==> src/hdl/oms_pkg.sv <==
// Package with constants, modes and register layout of the mode switcher.
package oms_pkg;
	// ------------------------------------------------------------------
	// Register map
	// ------------------------------------------------------------------
	localparam logic [7:0] ADDR_CTRL = 8'h00;
	localparam logic [7:0] ADDR_CMD = 8'h04;
	localparam logic [7:0] ADDR_PANEL_SPEED = 8'h08;
	localparam logic [7:0] ADDR_LINK_SPEED = 8'h0C;
	localparam logic [7:0] ADDR_STATUS = 8'h10;
	localparam logic [7:0] ADDR_SPEED_OUT = 8'h14;
	// ------------------------------------------------------------------
	// Field positions
	// ------------------------------------------------------------------
	localparam int CTRL_MODE_LSB = 0;
	localparam int CTRL_STOPSEL_BIT = 4;
	localparam int CTRL_ILK_SEL_LSB = 8;
	localparam int CTRL_SWO_SEL_LSB = 12;
	localparam int CTRL_LINKDIR_LSB = 16;
	localparam int CMD_TO_LINK_BIT = 0;
	localparam int CMD_TO_EXT_BIT = 1;
	localparam int CMD_TO_PANEL_BIT = 2;
	localparam int CMD_PANEL_RUN_BIT = 3;
	localparam int CMD_PANEL_STOP_BIT = 4;
	localparam int CMD_PANEL_FWD_BIT = 5;
	// ------------------------------------------------------------------
	// Reset values, mode selection codes, response codes and terminal count
	// ------------------------------------------------------------------
	localparam logic [3:0] MODE_SEL_RESET = 4'h0;
	localparam logic [3:0] MODE_SEL_INTERLOCK = 4'h7;
	localparam logic [3:0] MODE_SEL_SWITCHOVER = 4'h8;
	localparam logic [15:0] SPEED_RESET = 16'h0000;
	localparam logic [1:0] BRESP_OKAY = 2'h0;
	localparam logic [1:0] BRESP_SLVERR = 2'h2;
	localparam int TERM_COUNT = 8;

	typedef enum {OP_EXT, OP_PANEL, OP_LINK} oms_mode_t;

	// Direction pair: forward and reverse run requests.
	typedef struct packed {
		logic fwd;
		logic rev;
	} oms_dir_t;
endpackage

==> src/hdl/oms_top.sv <==
// Operation mode switcher for a motor drive with an AXI4-Lite slave.
//
// Decided for this implementation: the address map and the AXI4-Lite register port.
`timescale 1ns/1ns
// Function
// RULE_01 - Panel stop key stops the drive in every mode except panel.
// RULE_02 - Leaving external keeps external direction and last potentiometer speed.
// RULE_03 - Carried potentiometer speed is cleared by reset.
// RULE_04 - Host command enters link mode from external or panel.
// RULE_05 - Panel to external takes direction from external run inputs.
// RULE_06 - Entering external takes speed from the external speed input.
// RULE_07 - Panel to link keeps panel direction and speed.
// RULE_08 - Host command moves link mode to external.
// RULE_09 - Link to panel keeps link direction and speed.
// RULE_10 - Interlock works only with mode selection 7.
// RULE_11 - Interlock input falling forces external mode.
// RULE_12 - Interlock on permits entering panel mode.
// RULE_13 - Interlock off refuses entering panel mode.
// RULE_14 - Interlock on stops output in external run; off resumes it.
// RULE_15 - Interlock off while panel running goes external, follows external inputs.
// RULE_16 - Panel entry refused while a start input is on.
// RULE_17 - Forced external switch ignores start inputs.
// RULE_18 - Interlock off during external blocks panel entry after turning on.
// RULE_19 - Interlock and switchover inputs come from selectable terminals.
// RULE_20 - Switchover input works only with mode selection 8.
// RULE_21 - Switchover change applied only while stopped.
// RULE_22 - Switchover on selects external, off selects panel.
// RULE_23 - Reset selection 0 starts in external mode.
// RULE_24 - Mode is a register updated on a clock edge.
module oms_top
(
	input wire logic CLK,
	input wire logic RESETN,
	input wire logic [7:0] TERM_IN,
	input wire logic FWD_START_IN,
	input wire logic REV_START_IN,
	input wire logic [15:0] EXT_SPEED_IN,
	input wire logic PANEL_STOP_KEY,
	input wire logic [31:0] S_AXI_AWADDR,
	input wire logic S_AXI_AWVALID,
	output logic S_AXI_AWREADY,
	input wire logic [31:0] S_AXI_WDATA,
	input wire logic [3:0] S_AXI_WSTRB,
	input wire logic S_AXI_WVALID,
	output logic S_AXI_WREADY,
	output logic [1:0] S_AXI_BRESP,
	output logic S_AXI_BVALID,
	input wire logic S_AXI_BREADY,
	input wire logic [31:0] S_AXI_ARADDR,
	input wire logic S_AXI_ARVALID,
	output logic S_AXI_ARREADY,
	output logic [31:0] S_AXI_RDATA,
	output logic [1:0] S_AXI_RRESP,
	output logic S_AXI_RVALID,
	input wire logic S_AXI_RREADY,
	output logic [1:0] MODE_OUT,
	output logic RUN_OUT,
	output logic [1:0] DIR_OUT,
	output logic [15:0] SPEED_OUT
);
	// ------------------------------------------------------------------
	// Input synchronisers
	// ------------------------------------------------------------------
	logic [7:0] term_meta_reg;
	logic [7:0] term_reg;
	logic [1:0] start_meta_reg;
	logic [1:0] start_reg;
	logic key_meta_reg;
	logic key_reg;
	logic [15:0] spd_meta_reg;
	logic [15:0] spd_reg;

	// Every terminal, start, key and speed pin passes two flops; only the second stage is read below.
	// The speed word is quasi-static, so a rare torn sample is tolerated.
	always_ff @(posedge CLK or negedge RESETN)
	begin
		if (!RESETN)
		begin
			term_meta_reg <= 8'h00;
			term_reg <= 8'h00;
			start_meta_reg <= 2'h0;
			start_reg <= 2'h0;
			key_meta_reg <= 1'b0;
			key_reg <= 1'b0;
			spd_meta_reg <= 16'h0000;
			spd_reg <= 16'h0000;
		end
		else
		begin
			term_meta_reg <= TERM_IN;
			term_reg <= term_meta_reg;
			start_meta_reg <= {FWD_START_IN, REV_START_IN};
			start_reg <= start_meta_reg;
			key_meta_reg <= PANEL_STOP_KEY;
			key_reg <= key_meta_reg;
			spd_meta_reg <= EXT_SPEED_IN;
			spd_reg <= spd_meta_reg;
		end
	end

	// ------------------------------------------------------------------
	// Registers and AXI4-Lite slave
	// ------------------------------------------------------------------
	logic [3:0] mode_sel_reg;
	logic stop_sel_reg;
	logic [2:0] ilk_sel_reg;
	logic [2:0] swo_sel_reg;
	logic [1:0] link_dir_reg;
	logic [15:0] panel_speed_reg;
	logic [15:0] link_speed_reg;
	logic [5:0] cmd_pulse_reg;
	logic aw_full_reg;
	logic w_full_reg;
	logic [7:0] aw_addr_reg;
	logic [31:0] w_data_reg;
	logic [3:0] w_strb_reg;
	logic do_write;

	// Write goes through once both address and data have been captured.
	assign do_write = aw_full_reg && w_full_reg && !S_AXI_BVALID;

	// Address and data channels are accepted independently, one deep each.
	always_ff @(posedge CLK or negedge RESETN)
	begin
		if (!RESETN)
		begin
			aw_full_reg <= 1'b0;
			w_full_reg <= 1'b0;
			aw_addr_reg <= 8'h00;
			w_data_reg <= 32'h00000000;
			w_strb_reg <= 4'h0;
			S_AXI_AWREADY <= 1'b0;
			S_AXI_WREADY <= 1'b0;
			S_AXI_BVALID <= 1'b0;
			S_AXI_BRESP <= oms_pkg::BRESP_OKAY;
		end
		else
		begin
			S_AXI_AWREADY <= !aw_full_reg && !S_AXI_AWREADY;
			S_AXI_WREADY <= !w_full_reg && !S_AXI_WREADY;
			if (S_AXI_AWVALID && S_AXI_AWREADY)
			begin
				aw_full_reg <= 1'b1;
				aw_addr_reg <= S_AXI_AWADDR[7:0];
				S_AXI_AWREADY <= 1'b0;
			end
			if (S_AXI_WVALID && S_AXI_WREADY)
			begin
				w_full_reg <= 1'b1;
				w_data_reg <= S_AXI_WDATA;
				w_strb_reg <= S_AXI_WSTRB;
				S_AXI_WREADY <= 1'b0;
			end
			if (do_write)
			begin
				S_AXI_BVALID <= 1'b1;
				S_AXI_BRESP <= (is_mapped(aw_addr_reg)) ?
					oms_pkg::BRESP_OKAY : oms_pkg::BRESP_SLVERR;
			end
			else if (S_AXI_BVALID && S_AXI_BREADY)
			begin
				S_AXI_BVALID <= 1'b0;
				aw_full_reg <= 1'b0;
				w_full_reg <= 1'b0;
			end
		end
	end

	// Known word addresses; anything else answers SLVERR.
	function automatic logic is_mapped(input logic [7:0] a);
		is_mapped = (a == oms_pkg::ADDR_CTRL) || (a == oms_pkg::ADDR_CMD) ||
			(a == oms_pkg::ADDR_PANEL_SPEED) ||
			(a == oms_pkg::ADDR_LINK_SPEED) ||
			(a == oms_pkg::ADDR_STATUS) || (a == oms_pkg::ADDR_SPEED_OUT);
	endfunction

	// Configuration writes; only lanes 0 to 2 carry the fields used here.
	always_ff @(posedge CLK or negedge RESETN)
	begin
		if (!RESETN)
		begin
			mode_sel_reg <= oms_pkg::MODE_SEL_RESET;
			stop_sel_reg <= 1'b1;
			ilk_sel_reg <= 3'h0;
			swo_sel_reg <= 3'h1;
			link_dir_reg <= 2'h0;
			panel_speed_reg <= oms_pkg::SPEED_RESET;
			link_speed_reg <= oms_pkg::SPEED_RESET;
		end
		else if (do_write && aw_addr_reg == oms_pkg::ADDR_CTRL)
		begin
			if (w_strb_reg[0])
			begin
				mode_sel_reg <= w_data_reg[oms_pkg::CTRL_MODE_LSB +: 4];
				stop_sel_reg <= w_data_reg[oms_pkg::CTRL_STOPSEL_BIT];
			end
			if (w_strb_reg[1])
			begin
				ilk_sel_reg <= w_data_reg[oms_pkg::CTRL_ILK_SEL_LSB +: 3];
				swo_sel_reg <= w_data_reg[oms_pkg::CTRL_SWO_SEL_LSB +: 3];
			end
			if (w_strb_reg[2])
				link_dir_reg <= w_data_reg[oms_pkg::CTRL_LINKDIR_LSB +: 2];
		end
		else if (do_write && aw_addr_reg == oms_pkg::ADDR_PANEL_SPEED)
			panel_speed_reg <= w_data_reg[15:0];
		else if (do_write && aw_addr_reg == oms_pkg::ADDR_LINK_SPEED)
			link_speed_reg <= w_data_reg[15:0];
	end

	// Command register is write-only; each set bit of bits 0 to 5 makes a one-cycle pulse.
	always_ff @(posedge CLK or negedge RESETN)
	begin
		if (!RESETN)
			cmd_pulse_reg <= 6'h00;
		else if (do_write && aw_addr_reg == oms_pkg::ADDR_CMD && w_strb_reg[0])
			cmd_pulse_reg <= w_data_reg[5:0];
		else
			cmd_pulse_reg <= 6'h00;
	end

	// ------------------------------------------------------------------
	// Mode control
	// ------------------------------------------------------------------
	oms_pkg::oms_mode_t mode_reg;
	oms_pkg::oms_mode_t mode_next;
	oms_pkg::oms_dir_t dir_reg;
	oms_pkg::oms_dir_t ext_dir;
	logic [15:0] speed_reg;
	logic run_reg;
	logic ilk_in;
	logic swo_in;
	logic ilk_prev_reg;
	logic swo_prev_reg;
	logic ilk_fall;
	logic ilk_en;
	logic swo_en;
	logic panel_lock_reg;
	logic starts_on;
	logic stopped;
	logic panel_req;
	logic stop_req;
	logic link_dir_wr;
	logic link_spd_wr;
	logic panel_spd_wr;

	assign ilk_in = term_reg[ilk_sel_reg]; // [RULE_19]
	assign swo_in = term_reg[swo_sel_reg]; // [RULE_19]
	assign ilk_en = (mode_sel_reg == oms_pkg::MODE_SEL_INTERLOCK); // [RULE_10]
	assign swo_en = (mode_sel_reg == oms_pkg::MODE_SEL_SWITCHOVER); // [RULE_20]
	assign ilk_fall = ilk_en && ilk_prev_reg && !ilk_in; // [RULE_11]
	assign ext_dir = '{fwd: start_reg[1], rev: start_reg[0]};
	assign starts_on = start_reg[1] || start_reg[0];
	assign stopped = !run_reg;
	assign panel_req = cmd_pulse_reg[oms_pkg::CMD_TO_PANEL_BIT];
	// A host write moves the set point only in its own mode, so values
	// carried across a switch survive until someone sets new ones.
	assign link_dir_wr = do_write && aw_addr_reg == oms_pkg::ADDR_CTRL &&
		w_strb_reg[2];
	assign link_spd_wr = do_write &&
		aw_addr_reg == oms_pkg::ADDR_LINK_SPEED;
	assign panel_spd_wr = do_write &&
		aw_addr_reg == oms_pkg::ADDR_PANEL_SPEED;
	// The key counts as stop only outside panel mode and if enabled.
	assign stop_req = key_reg && stop_sel_reg &&
		(mode_reg != oms_pkg::OP_PANEL); // [RULE_01]

	// Interlock off latches a panel lockout until the mode leaves external.
	always_ff @(posedge CLK or negedge RESETN)
	begin
		if (!RESETN)
		begin
			ilk_prev_reg <= 1'b0;
			swo_prev_reg <= 1'b0;
			panel_lock_reg <= 1'b0;
		end
		else
		begin
			ilk_prev_reg <= ilk_in;
			swo_prev_reg <= swo_in;
			if (ilk_en && !ilk_in && mode_reg == oms_pkg::OP_EXT)
				panel_lock_reg <= 1'b1; // [RULE_18]
			else if (mode_reg != oms_pkg::OP_EXT || !ilk_en)
				panel_lock_reg <= 1'b0;
		end
	end

	// Next mode; the forced interlock change outranks every request.
	always_comb
	begin
		mode_next = mode_reg;
		if (ilk_fall)
			mode_next = oms_pkg::OP_EXT; // [RULE_11] [RULE_15] [RULE_17]
		else if (swo_en)
		begin
			if (stopped && swo_in != swo_prev_reg) // [RULE_21]
				mode_next = swo_in ? oms_pkg::OP_EXT : oms_pkg::OP_PANEL; // [RULE_22]
		end
		else if (cmd_pulse_reg[oms_pkg::CMD_TO_LINK_BIT] &&
			mode_reg != oms_pkg::OP_LINK)
			mode_next = oms_pkg::OP_LINK; // [RULE_04]
		else if (cmd_pulse_reg[oms_pkg::CMD_TO_EXT_BIT] &&
			mode_reg != oms_pkg::OP_EXT)
			mode_next = oms_pkg::OP_EXT; // [RULE_08]
		else if (panel_req && mode_reg != oms_pkg::OP_PANEL)
		begin
			if (ilk_en)
			begin
				if (ilk_in && !starts_on && !panel_lock_reg) // [RULE_12] [RULE_16]
					mode_next = oms_pkg::OP_PANEL; // [RULE_13] [RULE_18]
			end
			else
				mode_next = oms_pkg::OP_PANEL;
		end
	end

	// Mode state, direction and speed carried across each switch to panel or link.
	always_ff @(posedge CLK or negedge RESETN)
	begin
		if (!RESETN)
		begin
			mode_reg <= oms_pkg::OP_EXT; // [RULE_23]
			dir_reg <= '0;
			speed_reg <= oms_pkg::SPEED_RESET; // [RULE_03]
		end
		else
		begin
			mode_reg <= mode_next; // [RULE_24]
			case (mode_next)
				oms_pkg::OP_EXT:
				begin
					dir_reg <= ext_dir; // [RULE_05]
					speed_reg <= spd_reg; // [RULE_06]
				end
				oms_pkg::OP_PANEL:
				begin
					// Entering from external keeps the carried values.
					if (mode_reg == oms_pkg::OP_PANEL &&
						cmd_pulse_reg[oms_pkg::CMD_PANEL_RUN_BIT])
					begin
						dir_reg.fwd <= cmd_pulse_reg[oms_pkg::CMD_PANEL_FWD_BIT];
						dir_reg.rev <= !cmd_pulse_reg[oms_pkg::CMD_PANEL_FWD_BIT];
					end
					if (mode_reg == oms_pkg::OP_PANEL && panel_spd_wr)
						speed_reg <= w_data_reg[15:0];
				end // [RULE_02] [RULE_09]
				oms_pkg::OP_LINK:
				begin
					// Switch-in keeps previous direction and speed.
					if (mode_reg == oms_pkg::OP_LINK && link_dir_wr)
						dir_reg <= w_data_reg[oms_pkg::CTRL_LINKDIR_LSB +: 2];
					if (mode_reg == oms_pkg::OP_LINK && link_spd_wr)
						speed_reg <= w_data_reg[15:0];
				end // [RULE_02] [RULE_07]
				default:
					dir_reg <= dir_reg;
			endcase
		end
	end

	// Run flag: external follows starts, panel/link follow run and stop.
	always_ff @(posedge CLK or negedge RESETN)
	begin
		if (!RESETN)
			run_reg <= 1'b0;
		else if (stop_req)
			run_reg <= 1'b0; // [RULE_01]
		else if (mode_next == oms_pkg::OP_EXT)
			run_reg <= starts_on; // [RULE_15] [RULE_17]
		else if (cmd_pulse_reg[oms_pkg::CMD_PANEL_STOP_BIT])
			run_reg <= 1'b0;
		else if (cmd_pulse_reg[oms_pkg::CMD_PANEL_RUN_BIT])
			run_reg <= 1'b1;
		else if (mode_next == oms_pkg::OP_LINK &&
			mode_reg == oms_pkg::OP_LINK && link_dir_wr)
			run_reg <= (w_data_reg[oms_pkg::CTRL_LINKDIR_LSB +: 2] != 2'h0);
	end

	// Outputs; interlock on during external run gates the drive off.
	always_ff @(posedge CLK or negedge RESETN)
	begin
		if (!RESETN)
		begin
			MODE_OUT <= 2'h0;
			RUN_OUT <= 1'b0;
			DIR_OUT <= 2'h0;
			SPEED_OUT <= 16'h0000;
		end
		else
		begin
			MODE_OUT <= mode_reg[1:0];
			RUN_OUT <= run_reg && !(ilk_en && ilk_in &&
				mode_reg == oms_pkg::OP_EXT); // [RULE_14]
			DIR_OUT <= dir_reg;
			SPEED_OUT <= speed_reg;
		end
	end

	// ------------------------------------------------------------------
	// Read channel
	// ------------------------------------------------------------------
	always_ff @(posedge CLK or negedge RESETN)
	begin
		if (!RESETN)
		begin
			S_AXI_ARREADY <= 1'b0;
			S_AXI_RVALID <= 1'b0;
			S_AXI_RDATA <= 32'h00000000;
			S_AXI_RRESP <= oms_pkg::BRESP_OKAY;
		end
		else if (S_AXI_RVALID)
		begin
			if (S_AXI_RREADY)
				S_AXI_RVALID <= 1'b0;
		end
		else if (S_AXI_ARVALID && S_AXI_ARREADY)
		begin
			S_AXI_ARREADY <= 1'b0;
			S_AXI_RVALID <= 1'b1;
			S_AXI_RRESP <= is_mapped(S_AXI_ARADDR[7:0]) ?
				oms_pkg::BRESP_OKAY : oms_pkg::BRESP_SLVERR;
			case (S_AXI_ARADDR[7:0])
				oms_pkg::ADDR_CTRL:
					S_AXI_RDATA <= {14'h0000, link_dir_reg, 1'b0, swo_sel_reg,
						1'b0, ilk_sel_reg, 3'h0, stop_sel_reg, mode_sel_reg};
				oms_pkg::ADDR_PANEL_SPEED:
					S_AXI_RDATA <= {16'h0000, panel_speed_reg};
				oms_pkg::ADDR_LINK_SPEED:
					S_AXI_RDATA <= {16'h0000, link_speed_reg};
				oms_pkg::ADDR_STATUS:
					S_AXI_RDATA <= {24'h000000, panel_lock_reg, swo_in, ilk_in,
						run_reg, dir_reg, mode_reg[1:0]};
				oms_pkg::ADDR_SPEED_OUT:
					S_AXI_RDATA <= {16'h0000, speed_reg};
				default:
					S_AXI_RDATA <= 32'h00000000;
			endcase
		end
		else
			S_AXI_ARREADY <= !S_AXI_ARREADY;
	end
endmodule

==> config.mk <==
export PLATFORM = sky130hd
export DESIGN_NAME = oms_top
export DESIGN_NICKNAME = d
export VERILOG_FILES = /design/src/hdl/oms_pkg.sv /design/src/hdl/oms_top.sv
export SDC_FILE = /design/constraint.sdc
export NUM_CORES = 1
export LEC_CHECK = 0
export ABC_AREA = 1
export BUFFER_PORTS_ARGS = -buffer_cell sky130_fd_sc_hd__buf_4
export CORE_MARGIN = 2
export CORE_UTILIZATION = 41
export CTS_CLUSTER_DIAMETER = 120
export DETAILED_ROUTE_END_ITERATION = 6
export GPL_ROUTABILITY_DRIVEN = 0
export PLACE_DENSITY = 0.62
export SLEW_MARGIN = 5
export SYNTH_ARGS = -nofsm -noshare
export SYNTH_HDL_FRONTEND = slang
export SYNTH_SLANG_ARGS = --single-unit
==> constraint.sdc <==
create_clock -name CLK -period 3.6 [get_ports CLK]
set_input_delay 0.72 -clock CLK [delete_from_list [all_inputs] [get_ports CLK]]
set_output_delay 0.72 -clock CLK [all_outputs]
set_load 0.03 [all_outputs]
=== Yosys cells after proc, flatten, opt, wreduce, memory -nomap -nowiden ===
Index checks and enable logic that the tools add are counted.

* $lt $le $gt $ge: 2
* Bitwise operators: 3
* Mux-type cells: 44
* Eq/ne operators: 24
* Reductions and logical operators: 79

{| class="wikitable"
|+ Operators by type and width
! kind !! number
|-
| $mux 32 || 8
|-
| $logic_not 32->1 || 3
|-
| $pmux 18 s5 || 1
|-
| $eq 32x2->1 const B || 2
|-
| $eq 32x3->1 const B || 2
|-
| $pmux 16 s3 || 1
|-
| $logic_and 1x1->1 || 35
|-
| $eq 32x1->1 const B || 1
|-
| $eq 8x4->1 const B || 4
|-
| $eq 8x5->1 const B || 4
|-
| $mux 16 || 2
|-
| $ne 32x2->1 const B || 1
|-
| $ne 32x3->1 const B || 1
|-
| $reduce_bool 32->1 || 1
|-
| $mux 1 || 24
|-
| $eq 8x3->1 const B || 2
|-
| $logic_not 8->1 || 2
|-
| $logic_not 1->1 || 13
|-
| $logic_or 1x1->1 || 12
|-
| $reduce_and 2->1 || 5
|-
| $reduce_and 3->1 || 3
|-
| $lt 3x4->1 const B || 2
|-
| $mux 2 || 4
|-
| $ne 2x2->1 const B || 4
|-
| other kinds (10) || 15
|}

* Input bits: 134
* Output and inout port bits: 62
* Word-level logic and storage cells: 193
* Register bits: 252

=== Depth between registers and ports, before layout ===
Gate-level depths: netlist of run 1.

* Depth in word-level cells: 19
* Gate-level depth with buffers: 24
* Depth with buffers taken out: 21

=== Worst setup path before layout of run 1 ===
No wires, ideal clock.

* Kind: reg2reg
* From: register swo_sel_reg[0]
* To: register speed_reg[5]
* Cell stages (with the launch flop): 21
* Arrival time: 2.468 ns
* Clock period less this slack: 2.584 ns
* Slack: 1.016 ns
* Setup time: 0.116 ns
* Buffers on the path: 3
* Path through: dfstp_2 inv_2 nand2_1 nand3_1 nand3_2 nand4_1 nand2_4 buf_6 a21oi_2 o21ai_2 nand2_1 nor2_2 nand2_1 nor2_4 nand2_2 buf_6 nand3_4 nand2_8 buf_12 nand2_2 nand2_1

* Word-level cells in the longest chain between the ends: 10

{| class="wikitable"
|+ Ends and longest elaborated chain
! item !! RTL line !! RTL
|-
| start, declared || oms_top.sv:107 || <nowiki>logic [2:0] swo_sel_reg;</nowiki>
|-
| start signal, assigned || oms_top.sv:200 || <nowiki>swo_sel_reg <= w_data_reg[oms_pkg::CTRL_SWO_SEL_LSB +: 3];</nowiki>
|-
| $bmux 1 s3 (*) || oms_top.sv:248 || <nowiki>assign swo_in = term_reg[swo_sel_reg];</nowiki>
|-
| $mux 1 (not written as such) (*) || oms_top.sv:248 ||
|-
| $ne 1x1->1 || oms_top.sv:296 || <nowiki>if (stopped && swo_in != swo_prev_reg)</nowiki>
|-
| $logic_and 1x1->1 || oms_top.sv:296 ||
|-
| $mux 32 (*) || oms_top.sv:296 ||
|-
| $mux 32 (*) || oms_top.sv:294 || <nowiki>else if (swo_en)</nowiki>
|-
| $mux 32 (*) || oms_top.sv:292 || <nowiki>if (ilk_fall)</nowiki>
|-
| $eq 32x2->1, or another cell as far along || oms_top.sv:329 || <nowiki>case (mode_next)</nowiki>
|-
| $ne 2x2->1 (no source line) or $reduce_bool 3->1 (tied branches) || -- ||
|-
| $reduce_and 3->1 (no source line) || -- ||
|-
| end signal, assigned || oms_top.sv:324 || <nowiki>speed_reg <= oms_pkg::SPEED_RESET;</nowiki>
|-
| end signal, assigned || oms_top.sv:333 || <nowiki>speed_reg <= spd_reg;</nowiki>
|-
| end signal, assigned || oms_top.sv:345 || <nowiki>speed_reg <= w_data_reg[15:0];</nowiki>
|-
| end, declared || oms_top.sv:229 || <nowiki>logic [15:0] speed_reg;</nowiki>
|}

Every way passes the cells marked *; elsewhere a longest branch is shown, timed or not. The select of a mux whose other input is x is not followed.
A chain may end at the register's enable or synchronous reset.

=== Worst setup path after layout of run 1 ===
* From: register swo_sel_reg[0]
* To: register speed_reg[11]

Same word-level chain as after synthesis.

==> results.py, run 1 <==
metrics = {
    "timing": {
        "timing.final.crit_period_ps": 3210,
        "tightestPinTransition_ps": 728,
        "final.period_utilization_pct": 89.1,
        "final_max_slew_viol_count": 0,
        "finalSetupViolations": 0,
        "slew_headroom_pct": 51.5,
        "worst_clock_skew_ps": 24.5,
        "finalHoldViolations": 0,
        "max_clock_freq_ghz": 0.312,
        "setup_repair_after_global_routing_missed_its_margin": "no",
        "fin_setup_tns_ps": 0,
    },
    "finish": {
        "largest_reg_flops": 32,
        "insertedDiodeCount": 0,
        "layout_common_cells": "sky130_fd_sc_hd__nand2_1, sky130_fd_sc_hd__dfrtp_1, sky130_fd_sc_hd__buf_4",
        "layout_cells_sized_above_1_pct": 20.2,
        "layout_commonest_cell": "sky130_fd_sc_hd__nand2_1",
        "post-route-cell-area_sq_um": 12000,
        "count_of_nets_after_finishing": 1319,
        "n_fill_cell": 2222,
        "area_growth_syn_to_layout_pct": 21.2,
    },
    "critical_path": {
        "cp-start-kind": "flop",
        "worstSetupStartpoint": "swo_sel_reg[0]",
        "element_type_at_the_critical_path_end": "flop",
        "cp_max_fo": 36,
        "cp_arrival_ps": 3690,
        "setup.worst_path.class": "reg -> reg",
        "cp.required_ps": 4090,
        "startpoint_of_the_worst_slack_reg_to_reg_timing_path": "swo_sel_reg[0]",
    },
    "place": {
        "place_area_sq_um": 11100,
        "io_buffer_count": 116,
        "place_hpwl_um": 16300,
    },
    "drt": {
        "detail_route.vias_per_cell": 4.82,
        "drc": 0,
        "first_pass_iters": 5,
        "first_iter_violations": 421,
        "detail-route-antenna-nets": 0,
        "drt-total-wl_um": 23100,
        "wire_per_inst_um": 15.2,
        "routed-via-count": 7343,
    },
    "synth": {
        "synth_area_in_compound_gates_pct": 8.62,
        "edff_count_synth": 0,
        "synth.cell_area_sq_um": 9900,
        "synth_simple_gate_area_share_pct": 23.5,
        "synth-adder-area-share_pct": 0,
        "ys_ff_latch": 236,
        "yosys-mux-area-fraction_pct": 0,
        "yosysUniqueCellTypes": 48,
        "largest_family_of_logic_cells_by_synthesized_area": "simple AND/OR/NAND/NOR gates",
        "syn_area_per_cell_sq_um": 9.34,
        "synth-xor-area-share_pct": 0.0885,
        "synthCells": 1060,
        "yosysWarnings": 0,
        "synth_flop_cell": "sky130_fd_sc_hd__dfrtp_1",
        "postSynth.asyncResetShare_pct": 100,
        "seq_area_frac_synth_pct": 59.7,
    },
    "floorplanning": {
        "core-area_sq_um": 23600,
        "die_w_um": 159,
        "die_area_sq_um": 25400,
        "initial_utilization_pct": 41.9,
        "placement_rows": 56,
        "pin_count": 196,
        "dieHeight_um": 159,
    },
    "global_routing": {
        "grt_first_pass_wirelength_um": 38400,
        "grt_pass1_vias": 7270,
        "grt_overflow": 0,
        "antenna_violations_before_repair": 0,
        "grt_max_degree": 97,
        "gr-usage-all-layers_pct": 18.7,
    },
    "cts": {
        "tritoncts": "built",
        "holdBufCountCts": 0,
        "tritoncts_num_sinks": 236,
        "insertion_delay_ps": 550,
        "post-cts-setup-buffers": 0,
        "htreeDepth": 1,
        "tritoncts.num_buffers": 26,
        "cts-root-to-sink-buffers": 3,
        "root_buffer": "sky130_fd_sc_hd__clkbuf_16",
        "clkTransAtPathRegs_ps": 60,
        "cts_resized": 0,
    },
    "power": {
        "leakagePower_nw": 5.93,
        "power.density_nw_per_um2": 802,
        "ir_drop_worst_case_vdd_v": 0.000454,
    },
    "run_status": {
        "outcome": "complete, no violations",
    },
    "hold_path": {
        "worst_hold_path_type": "in -> async",
    },
    "flow_run": {
        "max_cap_violations": 0,
    },
}
## synthesized netlist by cell type (8+ instances only)
cell                         n  area share, %
sky130_fd_sc_hd__nand2_1   298             11
sky130_fd_sc_hd__dfrtp_1   234             59
sky130_fd_sc_hd__inv_1     107            4.1
sky130_fd_sc_hd__o21ai_0    74            3.7
sky130_fd_sc_hd__nor2_1     61            2.3
sky130_fd_sc_hd__nand3_1    52            2.6
sky130_fd_sc_hd__nor3_1     30            1.5
sky130_fd_sc_hd__a21oi_1    22            1.1
sky130_fd_sc_hd__clkbuf_1   21           0.80
sky130_fd_sc_hd__buf_4      18            1.4
sky130_fd_sc_hd__nand2_2    18            1.1
sky130_fd_sc_hd__nand4_1    15           0.95
sky130_fd_sc_hd__o21ai_1    10           0.51
sky130_fd_sc_hd__a221oi_1    8           0.71
sky130_fd_sc_hd__inv_2       8           0.30
## layout make-up
type | count | area, sq um | share of cell area (%)
inverters | 117 | 442 | 3.68
flip-flops and latches | 236 | 5910 | 49.2
multi-input cells | 669 | 3260 | 27.2
well taps | 319 | 399 | 3.33
repair buffers | 135 | 1050 | 8.72
clock inverters | 14 | 203 | 1.69
clock buffers | 34 | 741 | 6.17
## per-stage QoR
| step | utilization (%) | power (W) | hold slack [ps] | setup WS [ps] | cells |
|---|---|---|---|---|---|
| final | 50.8 | 0.00962 | 215 | 394 | 1524 |
| after detailed placement | 46.8 | 0.00685 | 335 | 398 | 1476 |
| after CTS | 50.8 | 0.00971 | 239 | 378 | 1524 |
| after floorplan | - | 0.00588 | 331 | 1020 | 1075 |
| after global placement | 46.8 | 0.00680 | 332 | 440 | 1476 |
| after global routing | 50.8 | 0.0102 | 263 | 64.3 | 1524 |
## logic make-up (layout without fill, tap and decap cells)
group / Yosys count / count (layout)
flip-flops: 236 / 236
AND/OR/NAND/NOR: 508 / 508
buffers and inverters: 170 / 300
AO/OA/AOI/OAI: 144 / 144
XOR/XNOR: 1 / 1
other: 1 / 16
## final timing paths
| path | endpoint | slack (ps) | cells past startpoint |
|---|---|---|---|
| max reg2reg | speed_reg[11] | 390 | 21 |
| min reg2reg | spd_reg[13] | 350 | 0 |
| min in group CLK | spd_meta_reg[15] | 270 | 1 |
| min | term_reg[2] | 210 | 1 |
| max in group asynchronous | stop_sel_reg | 2550 | 2 |
| max | speed_reg[11] | 390 | 21 |
## power by group
part	switching, W	internal, W	total (W)
combinational	0.00196	0.000954	0.00292
clock	0.00109	0.00174	0.00283
sequential	0.000514	0.00336	0.00388
total	0.00356	0.00606	0.00962
## worst max-delay path, stage by stage (launching register included)
cell and delay [ps]:
sky130_fd_sc_hd__dfstp_2 570, sky130_fd_sc_hd__nand2_1 60, sky130_fd_sc_hd__nand3_1 80, sky130_fd_sc_hd__nand3_1 110
sky130_fd_sc_hd__nand2_1 170, sky130_fd_sc_hd__nand3_2 130, sky130_fd_sc_hd__nand2_4 230, sky130_fd_sc_hd__nand2_4 100
sky130_fd_sc_hd__nand2_8 210, sky130_fd_sc_hd__nor2_1 70, sky130_fd_sc_hd__o21ai_1 130, sky130_fd_sc_hd__nand2_1 90
sky130_fd_sc_hd__inv_1 70, sky130_fd_sc_hd__nand2_2 90, sky130_fd_sc_hd__nor2_4 210, sky130_fd_sc_hd__nand2_2 170
sky130_fd_sc_hd__nand2_4 110, sky130_fd_sc_hd__buf_4 250, sky130_fd_sc_hd__nand2_1 90, sky130_fd_sc_hd__nand2_1 60
sky130_fd_sc_hd__nand2_1 50, sky130_fd_sc_hd__nand2_1 60
## layer usage
metal / up-vias / wire [um] / share of wire (%) / GRT usage [%]
met1: 3488 / 11400 / 49 / 28.1
met5: - / 0 / 0 / 0
met3: 34 / 1120 / 4.8 / 2.58
met2: 196 / 10200 / 44 / 28.3
met4: 0 / 467 / 2.0 / 5.50
li1: 3625 / - / - / -
Note: power is estimated with default switching activity, not from simulation.
==> inputs of run 2 (changes only) <==
--- a/config.mk
+++ b/config.mk
@@ -5,14 +5,13 @@
 export SDC_FILE = /design/constraint.sdc
 export NUM_CORES = 1
 export LEC_CHECK = 0
-export ABC_AREA = 1
 export BUFFER_PORTS_ARGS = -buffer_cell sky130_fd_sc_hd__buf_4
 export CORE_MARGIN = 2
 export CORE_UTILIZATION = 41
 export CTS_CLUSTER_DIAMETER = 120
 export DETAILED_ROUTE_END_ITERATION = 6
 export GPL_ROUTABILITY_DRIVEN = 0
-export PLACE_DENSITY = 0.62
+export PLACE_DENSITY = 0.63
 export SLEW_MARGIN = 5
 export SYNTH_ARGS = -nofsm -noshare
 export SYNTH_HDL_FRONTEND = slang
==> results.py, run 2 <==
metrics = {
    "run_status": {
        "outcome": "complete, no violations",
    },
    "cts": {
        "holdBufCountCts": 0,
        "root_buffer": "sky130_fd_sc_hd__clkbuf_16",
        "clkTransAtPathRegs_ps": 60,
        "insertion_delay_ps": 520,
        "tritoncts.num_buffers": 26,
        "cts-root-to-sink-buffers": 3,
        "htreeDepth": 1,
        "cts_resized": 0,
        "tritoncts_num_sinks": 236,
        "tritoncts": "built",
        "post-cts-setup-buffers": 0,
    },
    "timing": {
        "setup_repair_after_global_routing_missed_its_margin": "no",
        "fin_setup_tns_ps": 0,
        "slew_headroom_pct": 45.1,
        "worst_clock_skew_ps": 10.6,
        "final.period_utilization_pct": 91.0,
        "finalSetupViolations": 0,
        "final_max_slew_viol_count": 0,
        "finalHoldWorstSlack_ps": 244,
        "max_clock_freq_ghz": 0.305,
        "finalHoldViolations": 0,
        "tightestPinTransition_ps": 820,
        "timing.final.crit_period_ps": 3270,
        "post-route-worst-setup-slack_ps": 325,
    },
    "synth": {
        "yosysUniqueCellTypes": 71,
        "ys_ff_latch": 236,
        "synth_commonest_cells": "sky130_fd_sc_hd__dfrtp_1, sky130_fd_sc_hd__mux2_2, sky130_fd_sc_hd__o21ai_0",
        "yosys.area.top_type_share_pct": 63.1,
        "synth_flop_cell": "sky130_fd_sc_hd__dfrtp_1",
        "synthCells": 669,
        "seq_area_frac_synth_pct": 63.7,
        "ys_top_cells_by_area": "sky130_fd_sc_hd__dfrtp_1, sky130_fd_sc_hd__mux2_2, sky130_fd_sc_hd__and2_1",
        "post-synth-top-count-cell": "sky130_fd_sc_hd__dfrtp_1",
        "synth.cell_area_sq_um": 9280,
        "edff_count_synth": 0,
        "postSynth.asyncResetShare_pct": 100,
        "syn_area_per_cell_sq_um": 13.9,
        "yosys_top_cell_by_area": "sky130_fd_sc_hd__dfrtp_1",
        "yosysWarnings": 0,
    },
    "power": {
        "power.switching_w": 0.00271,
        "cell_internal_pwr_w": 0.00595,
        "power.density_nw_per_um2": 761,
        "total_power_w": 0.00866,
        "clock_power_share_pct": 30.9,
        "leakagePower_nw": 5.25,
        "share_seq_of_total_power_pct": 43.6,
        "ir_drop_worst_case_vdd_v": 0.000354,
        "combinationalPowerShare_pct": 25.4,
        "sw_frac_of_total_pct": 31.3,
    },
    "floorplanning": {
        "placement_rows": 55,
        "die_area_sq_um": 23900,
        "die_w_um": 154,
        "core-area_sq_um": 22400,
        "dieHeight_um": 154,
        "initial_utilization_pct": 41.4,
        "pin_count": 196,
    },
    "global_routing": {
        "grt_overflow": 0,
        "grt_first_pass_wirelength_um": 33300,
        "gr-usage-all-layers_pct": 17.7,
        "grt_pass1_vias": 6165,
        "antenna_violations_before_repair": 0,
        "grt_max_degree": 106,
    },
    "finish": {
        "layout_common_cells": "sky130_fd_sc_hd__dfrtp_1, sky130_fd_sc_hd__buf_4, sky130_fd_sc_hd__mux2_2",
        "largest_reg_flops": 32,
        "layout_cells_sized_above_1_pct": 37.3,
        "n_fill_cell": 1952,
        "area_growth_syn_to_layout_pct": 22.6,
        "multi_input_comb_area_sq_um": 3150,
        "layout.cells.non_filler": 1100,
        "ff_latch_area_sq_um": 5910,
        "count_of_nets_after_finishing": 931,
        "insertedDiodeCount": 0,
        "layout_commonest_cell": "sky130_fd_sc_hd__dfrtp_1",
    },
    "critical_path": {
        "worstSetupStartpoint": "ilk_sel_reg[0]",
        "element_type_at_the_critical_path_end": "flop",
        "setup.worst_path.class": "reg -> reg",
        "crit_buf_inv": 1,
        "crit_path_cell_trace": "mux2_2 -> o22ai_4 -> o21ai_0 -> o2111a_1 -> nor2_4 -> inv_2 -> o32a_1 -> nor2_4 -> a2bb2oi_1",
        "cp_common_cell": "sky130_fd_sc_hd__nor2_4",
        "cp_max_fo": 16,
        "crit_path_top_delay_cell": "sky130_fd_sc_hd__nor2_4",
        "cp_arrival_ps": 3720,
        "cp_top_family": "compound AO/OA/AOI/OAI gates",
        "cp-start-kind": "flop",
        "cp.required_ps": 4050,
        "startpoint_of_the_worst_slack_reg_to_reg_timing_path": "ilk_sel_reg[0]",
        "critical_path.max_stage_delay_ps": 560,
    },
    "place": {
        "io_buffer_count": 116,
        "total_placed_cells_including_tap_cells": 1054,
        "place_hpwl_um": 14300,
        "detailedPlace.worstSlack_ps": 350,
    },
    "drt": {
        "detail_route.vias_per_cell": 5.34,
        "first_iter_violations": 382,
        "wire_per_inst_um": 19.0,
        "first_pass_iters": 5,
        "drc": 0,
        "drt-total-wl_um": 20900,
        "routed-via-count": 5870,
        "detail-route-antenna-nets": 0,
    },
    "hold_path": {
        "worst_hold_path_type": "in -> async",
    },
    "flow_run": {
        "max_cap_violations": 0,
    },
}
run 2: final timing paths:
path / endpoint / slack [ps] / depth (start not counted)
worst max-delay path: speed_reg[15] / 330 / 9
worst min-delay path: link_speed_reg[6] / 240 / 1
worst min register to register: spd_reg[11] / 350 / 0
worst max register to register: speed_reg[15] / 330 / 9
min in group CLK: spd_meta_reg[14] / 300 / 1
max in group asynchronous: swo_sel_reg[0] / 2460 / 2
run 2: cell type report:
cell class	instances	area share (%)
Clock buffer	38	6.91
Clock inverter	8	0.957
Tap cell	285	3.13
Timing Repair Buffer	131	9.15
Sequential cell	236	51.9
Multi-Input combinational cell	394	27.7
Inverter	8	0.264
run 2: cells by family (layout without fill, tap and decap cells):
kind of cell | count (synthesis) | after routing | share of synthesized area [%]
flip-flops | 236 | 236 | 63.7
AND/OR/NAND/NOR | 142 | 142 | 8.79
AO/OA/AOI/OAI | 132 | 132 | 11.5
multiplexers | 101 | 101 | 12.4
buffers and inverters | 54 | 185 | 3.15
XOR/XNOR | 3 | 3 | 0.445
other | 1 | 16 | 0.0404
run 2: power by group through the flow:
stage          Clock (W)  Sequential [W]  Combinational, W
6_report         0.00268         0.00378           0.00220
5_1_grt          0.00285         0.00385           0.00236
4_1_cts          0.00274         0.00378           0.00222
3_5_place_dp           0         0.00382           0.00221
3_3_place_gp           0         0.00379           0.00216
2_1_floorplan          0         0.00391           0.00128
run 2: per-layer routing:
layer | part of all wire [%] | GRT usage, % | up-vias
li1 | - | - | 2652
met3 | 4.8 | 2.33 | 38
met1 | 44 | 24.6 | 2994
met4 | 2.1 | 5.29 | 0
met2 | 49 | 29.2 | 186
met5 | 0 | 0 | -
run 2: per-stage QoR:
step                utilization (%)  cell area (sq um)
floorplan                         -               9340
global placement               46.7              10500
detailed placement             46.7              10500
CTS                            50.7              11400
global route                   50.7              11400
finish                         50.7              11400
run 2: worst reg2reg max path: cells and delay by family, from the launching register on:
| family | cells | cell delay [ps] |
|---|---|---|
| AO/OA/AOI/OAI | 5 | 1430 |
| buffers and inverters | 1 | 120 |
| flip-flops | 1 | 520 |
| multiplexers | 1 | 410 |
| AND/OR/NAND/NOR | 2 | 730 |
==> inputs of run 3 (changes only) <==
==> constraint.sdc (replaced) <==
create_clock -name CLK -period 3.2 [get_ports CLK]
set_input_delay 0.64 -clock CLK [delete_from_list [all_inputs] [get_ports CLK]]
set_output_delay 0.64 -clock CLK [all_outputs]
set_load 0.03 [all_outputs]
==> results.py, run 3 (synthesis gave the netlist of run 2 again) <==
metrics = {
    "run_status": {
        "outcome": "complete, no violations",
    },
    "finish": {
        "layout_common_cells": "sky130_fd_sc_hd__dfrtp_1, sky130_fd_sc_hd__buf_4, sky130_fd_sc_hd__mux2_2",
        "post-route-cell-area_sq_um": 11400,
        "ff_latch_area_sq_um": 5910,
        "layout_commonest_cell": "sky130_fd_sc_hd__dfrtp_1",
        "n_fill_cell": 1891,
        "multi_input_comb_area_sq_um": 3200,
        "area_growth_syn_to_layout_pct": 22.7,
        "largest_reg_flops": 32,
        "insertedDiodeCount": 0,
        "layout_cells_sized_above_1_pct": 37.9,
        "layout.cells.non_filler": 1102,
        "count_of_nets_after_finishing": 937,
    },
    "critical_path": {
        "regToRegSetupSlack_ps": 150,
        "critical_path.max_stage_delay_ps": 580,
        "cp.required_ps": 3620,
        "cp.depth": 9,
        "cp_arrival_ps": 3460,
        "endpoint": "dir_reg[0]",
        "startpoint_of_the_worst_slack_reg_to_reg_timing_path": "swo_sel_reg[0]",
        "element_type_at_the_critical_path_end": "flop",
        "worstSetupStartpoint": "swo_sel_reg[0]",
        "setup.worst_path.class": "reg -> reg",
        "cp-start-kind": "flop",
        "r2r_cells": 9,
        "crit_path_cell_trace": "mux4_2 -> mux2_4 -> mux2i_4 -> nand3_1 -> a31oi_4 -> buf_6 -> o21bai_1 -> a221o_1 -> mux2_2",
        "rr_endpoint": "dir_reg[0]",
        "crit_buf_inv": 1,
        "crit_path_top_delay_cell": "sky130_fd_sc_hd__dfstp_2",
        "cp_top_family": "multiplexers",
        "cp_max_fo": 10,
    },
    "cts": {
        "root_buffer": "sky130_fd_sc_hd__clkbuf_16",
        "htreeDepth": 1,
        "tritoncts_num_sinks": 236,
        "insertion_delay_ps": 530,
        "clkTransAtPathRegs_ps": 60,
        "tritoncts": "built",
        "tritoncts.num_buffers": 25,
        "cts-root-to-sink-buffers": 3,
    },
    "power": {
        "total_power_w": 0.00960,
        "clock_power_share_pct": 29.4,
        "combinationalPowerShare_pct": 26.5,
        "power.density_nw_per_um2": 843,
        "sw_frac_of_total_pct": 31.9,
        "leakagePower_nw": 5.25,
        "share_seq_of_total_power_pct": 44.2,
        "cell_internal_pwr_w": 0.00654,
        "ir_drop_worst_case_vdd_v": 0.000421,
        "power.switching_w": 0.00306,
    },
    "drt": {
        "first_iter_violations": 452,
        "routed-via-count": 5914,
        "detail_route.vias_per_cell": 5.37,
        "wire_per_inst_um": 19.1,
        "drt-total-wl_um": 21100,
        "drc": 0,
        "detail-route-antenna-nets": 0,
        "first_pass_iters": 6,
    },
    "global_routing": {
        "grt_pass1_vias": 6225,
        "grt_max_degree": 115,
        "antenna_violations_before_repair": 0,
        "gr-usage-all-layers_pct": 17.8,
        "grt_overflow": 0,
        "grt_first_pass_wirelength_um": 33600,
    },
    "timing": {
        "finalSetupViolations": 0,
        "final_max_slew_viol_count": 0,
        "finalHoldViolations": 0,
        "max_clock_freq_ghz": 0.328,
        "slew_headroom_pct": 49.8,
        "timing.final.crit_period_ps": 3050,
        "worst_clock_skew_ps": 15.5,
        "tightestPinTransition_ps": 752,
        "final.period_utilization_pct": 95.2,
        "finalHoldWorstSlack_ps": 35.0,
        "post-route-worst-setup-slack_ps": 154,
        "setup_repair_after_global_routing_missed_its_margin": "no",
    },
    "floorplanning": {
        "die_w_um": 154,
        "die_area_sq_um": 23900,
        "core-area_sq_um": 22400,
        "placement_rows": 55,
        "initial_utilization_pct": 41.4,
        "dieHeight_um": 154,
        "pin_count": 196,
    },
    "place": {
        "total_placed_cells_including_tap_cells": 1060,
        "place_area_sq_um": 10500,
        "place_hpwl_um": 14400,
        "io_buffer_count": 116,
        "detailedPlace.worstSlack_ps": -178,
    },
    "flow_run": {
        "max_cap_violations": 0,
    },
    "hold_path": {
        "worst_hold_path_type": "in -> async",
    },
}
run 3: cell count changes in the layout (fill, tap and decap cells not counted), moves of 3 or more:
cell,delta
sky130_fd_sc_hd__clkinv_2,+4
sky130_fd_sc_hd__clkinvlp_4,-3
sky130_fd_sc_hd__clkbuf_8,-5
sky130_fd_sc_hd__buf_4,+5
sky130_fd_sc_hd__buf_6,+3
run 3: how the worst min path moves through the flow:
stage | startpoint | to | cells past startpoint
2_1_floorplan | start_meta_reg[0] | ext_dir[0] | 0
3_3_place_gp | spd_meta_reg[14] | spd_reg[14] | 0
3_5_place_dp | key_meta_reg | key_reg | 0
4_1_cts | RESETN | S_AXI_RRESP[1] | 1
5_1_grt | RESETN | SPEED_OUT[5] | 1
6_report | RESETN | S_AXI_RDATA[5] | 1
run 3: repair_timing:
| action | in CTS | in global routing |
|---|---|---|
| setup endpoints to repair | 16 | 19 |
| pin swaps | 1 | 2 |
| setup buffers | 1 | 0 |
| gates resized for setup | 2 | 10 |
| hold buffers | 0 | 0 |
run 3: per-layer routing:
layer  vias to the layer above  global-route usage, %  wire, um
li1                       2661                      -         -
met1                      3026                   24.1      9100
met2                       199                   30.3     10400
met3                        28                   2.97      1270
met4                         0                   4.32       323
met5                         -                      0         0
run 3: area by class of cell:
type	count	share of cell area, %
tap	285	3.13
inverter	8	0.264
multi-input combinational	394	28.1
timing repair buffer	138	9.59
clock inverter	9	0.967
sequential	236	51.9
clock buffer	32	6.08
run 3: metrics by stage:
step | util, % | setup TNS [ps]
after detailed placement | 46.8 | -2180
after CTS | 50.6 | 0
after global routing | 50.8 | 0
final | 50.8 | 0
after global placement | 46.8 | -701
after floorplan | - | 0
run 3: power by group through the flow:
stage	clock network [W]	registers [W]	logic, W
after floorplan	0	0.00440	0.00143
after global placement	0	0.00426	0.00241
after detailed placement	0	0.00429	0.00249
after CTS	0.00289	0.00424	0.00255
after global routing	0.00303	0.00432	0.00274
final	0.00282	0.00424	0.00254
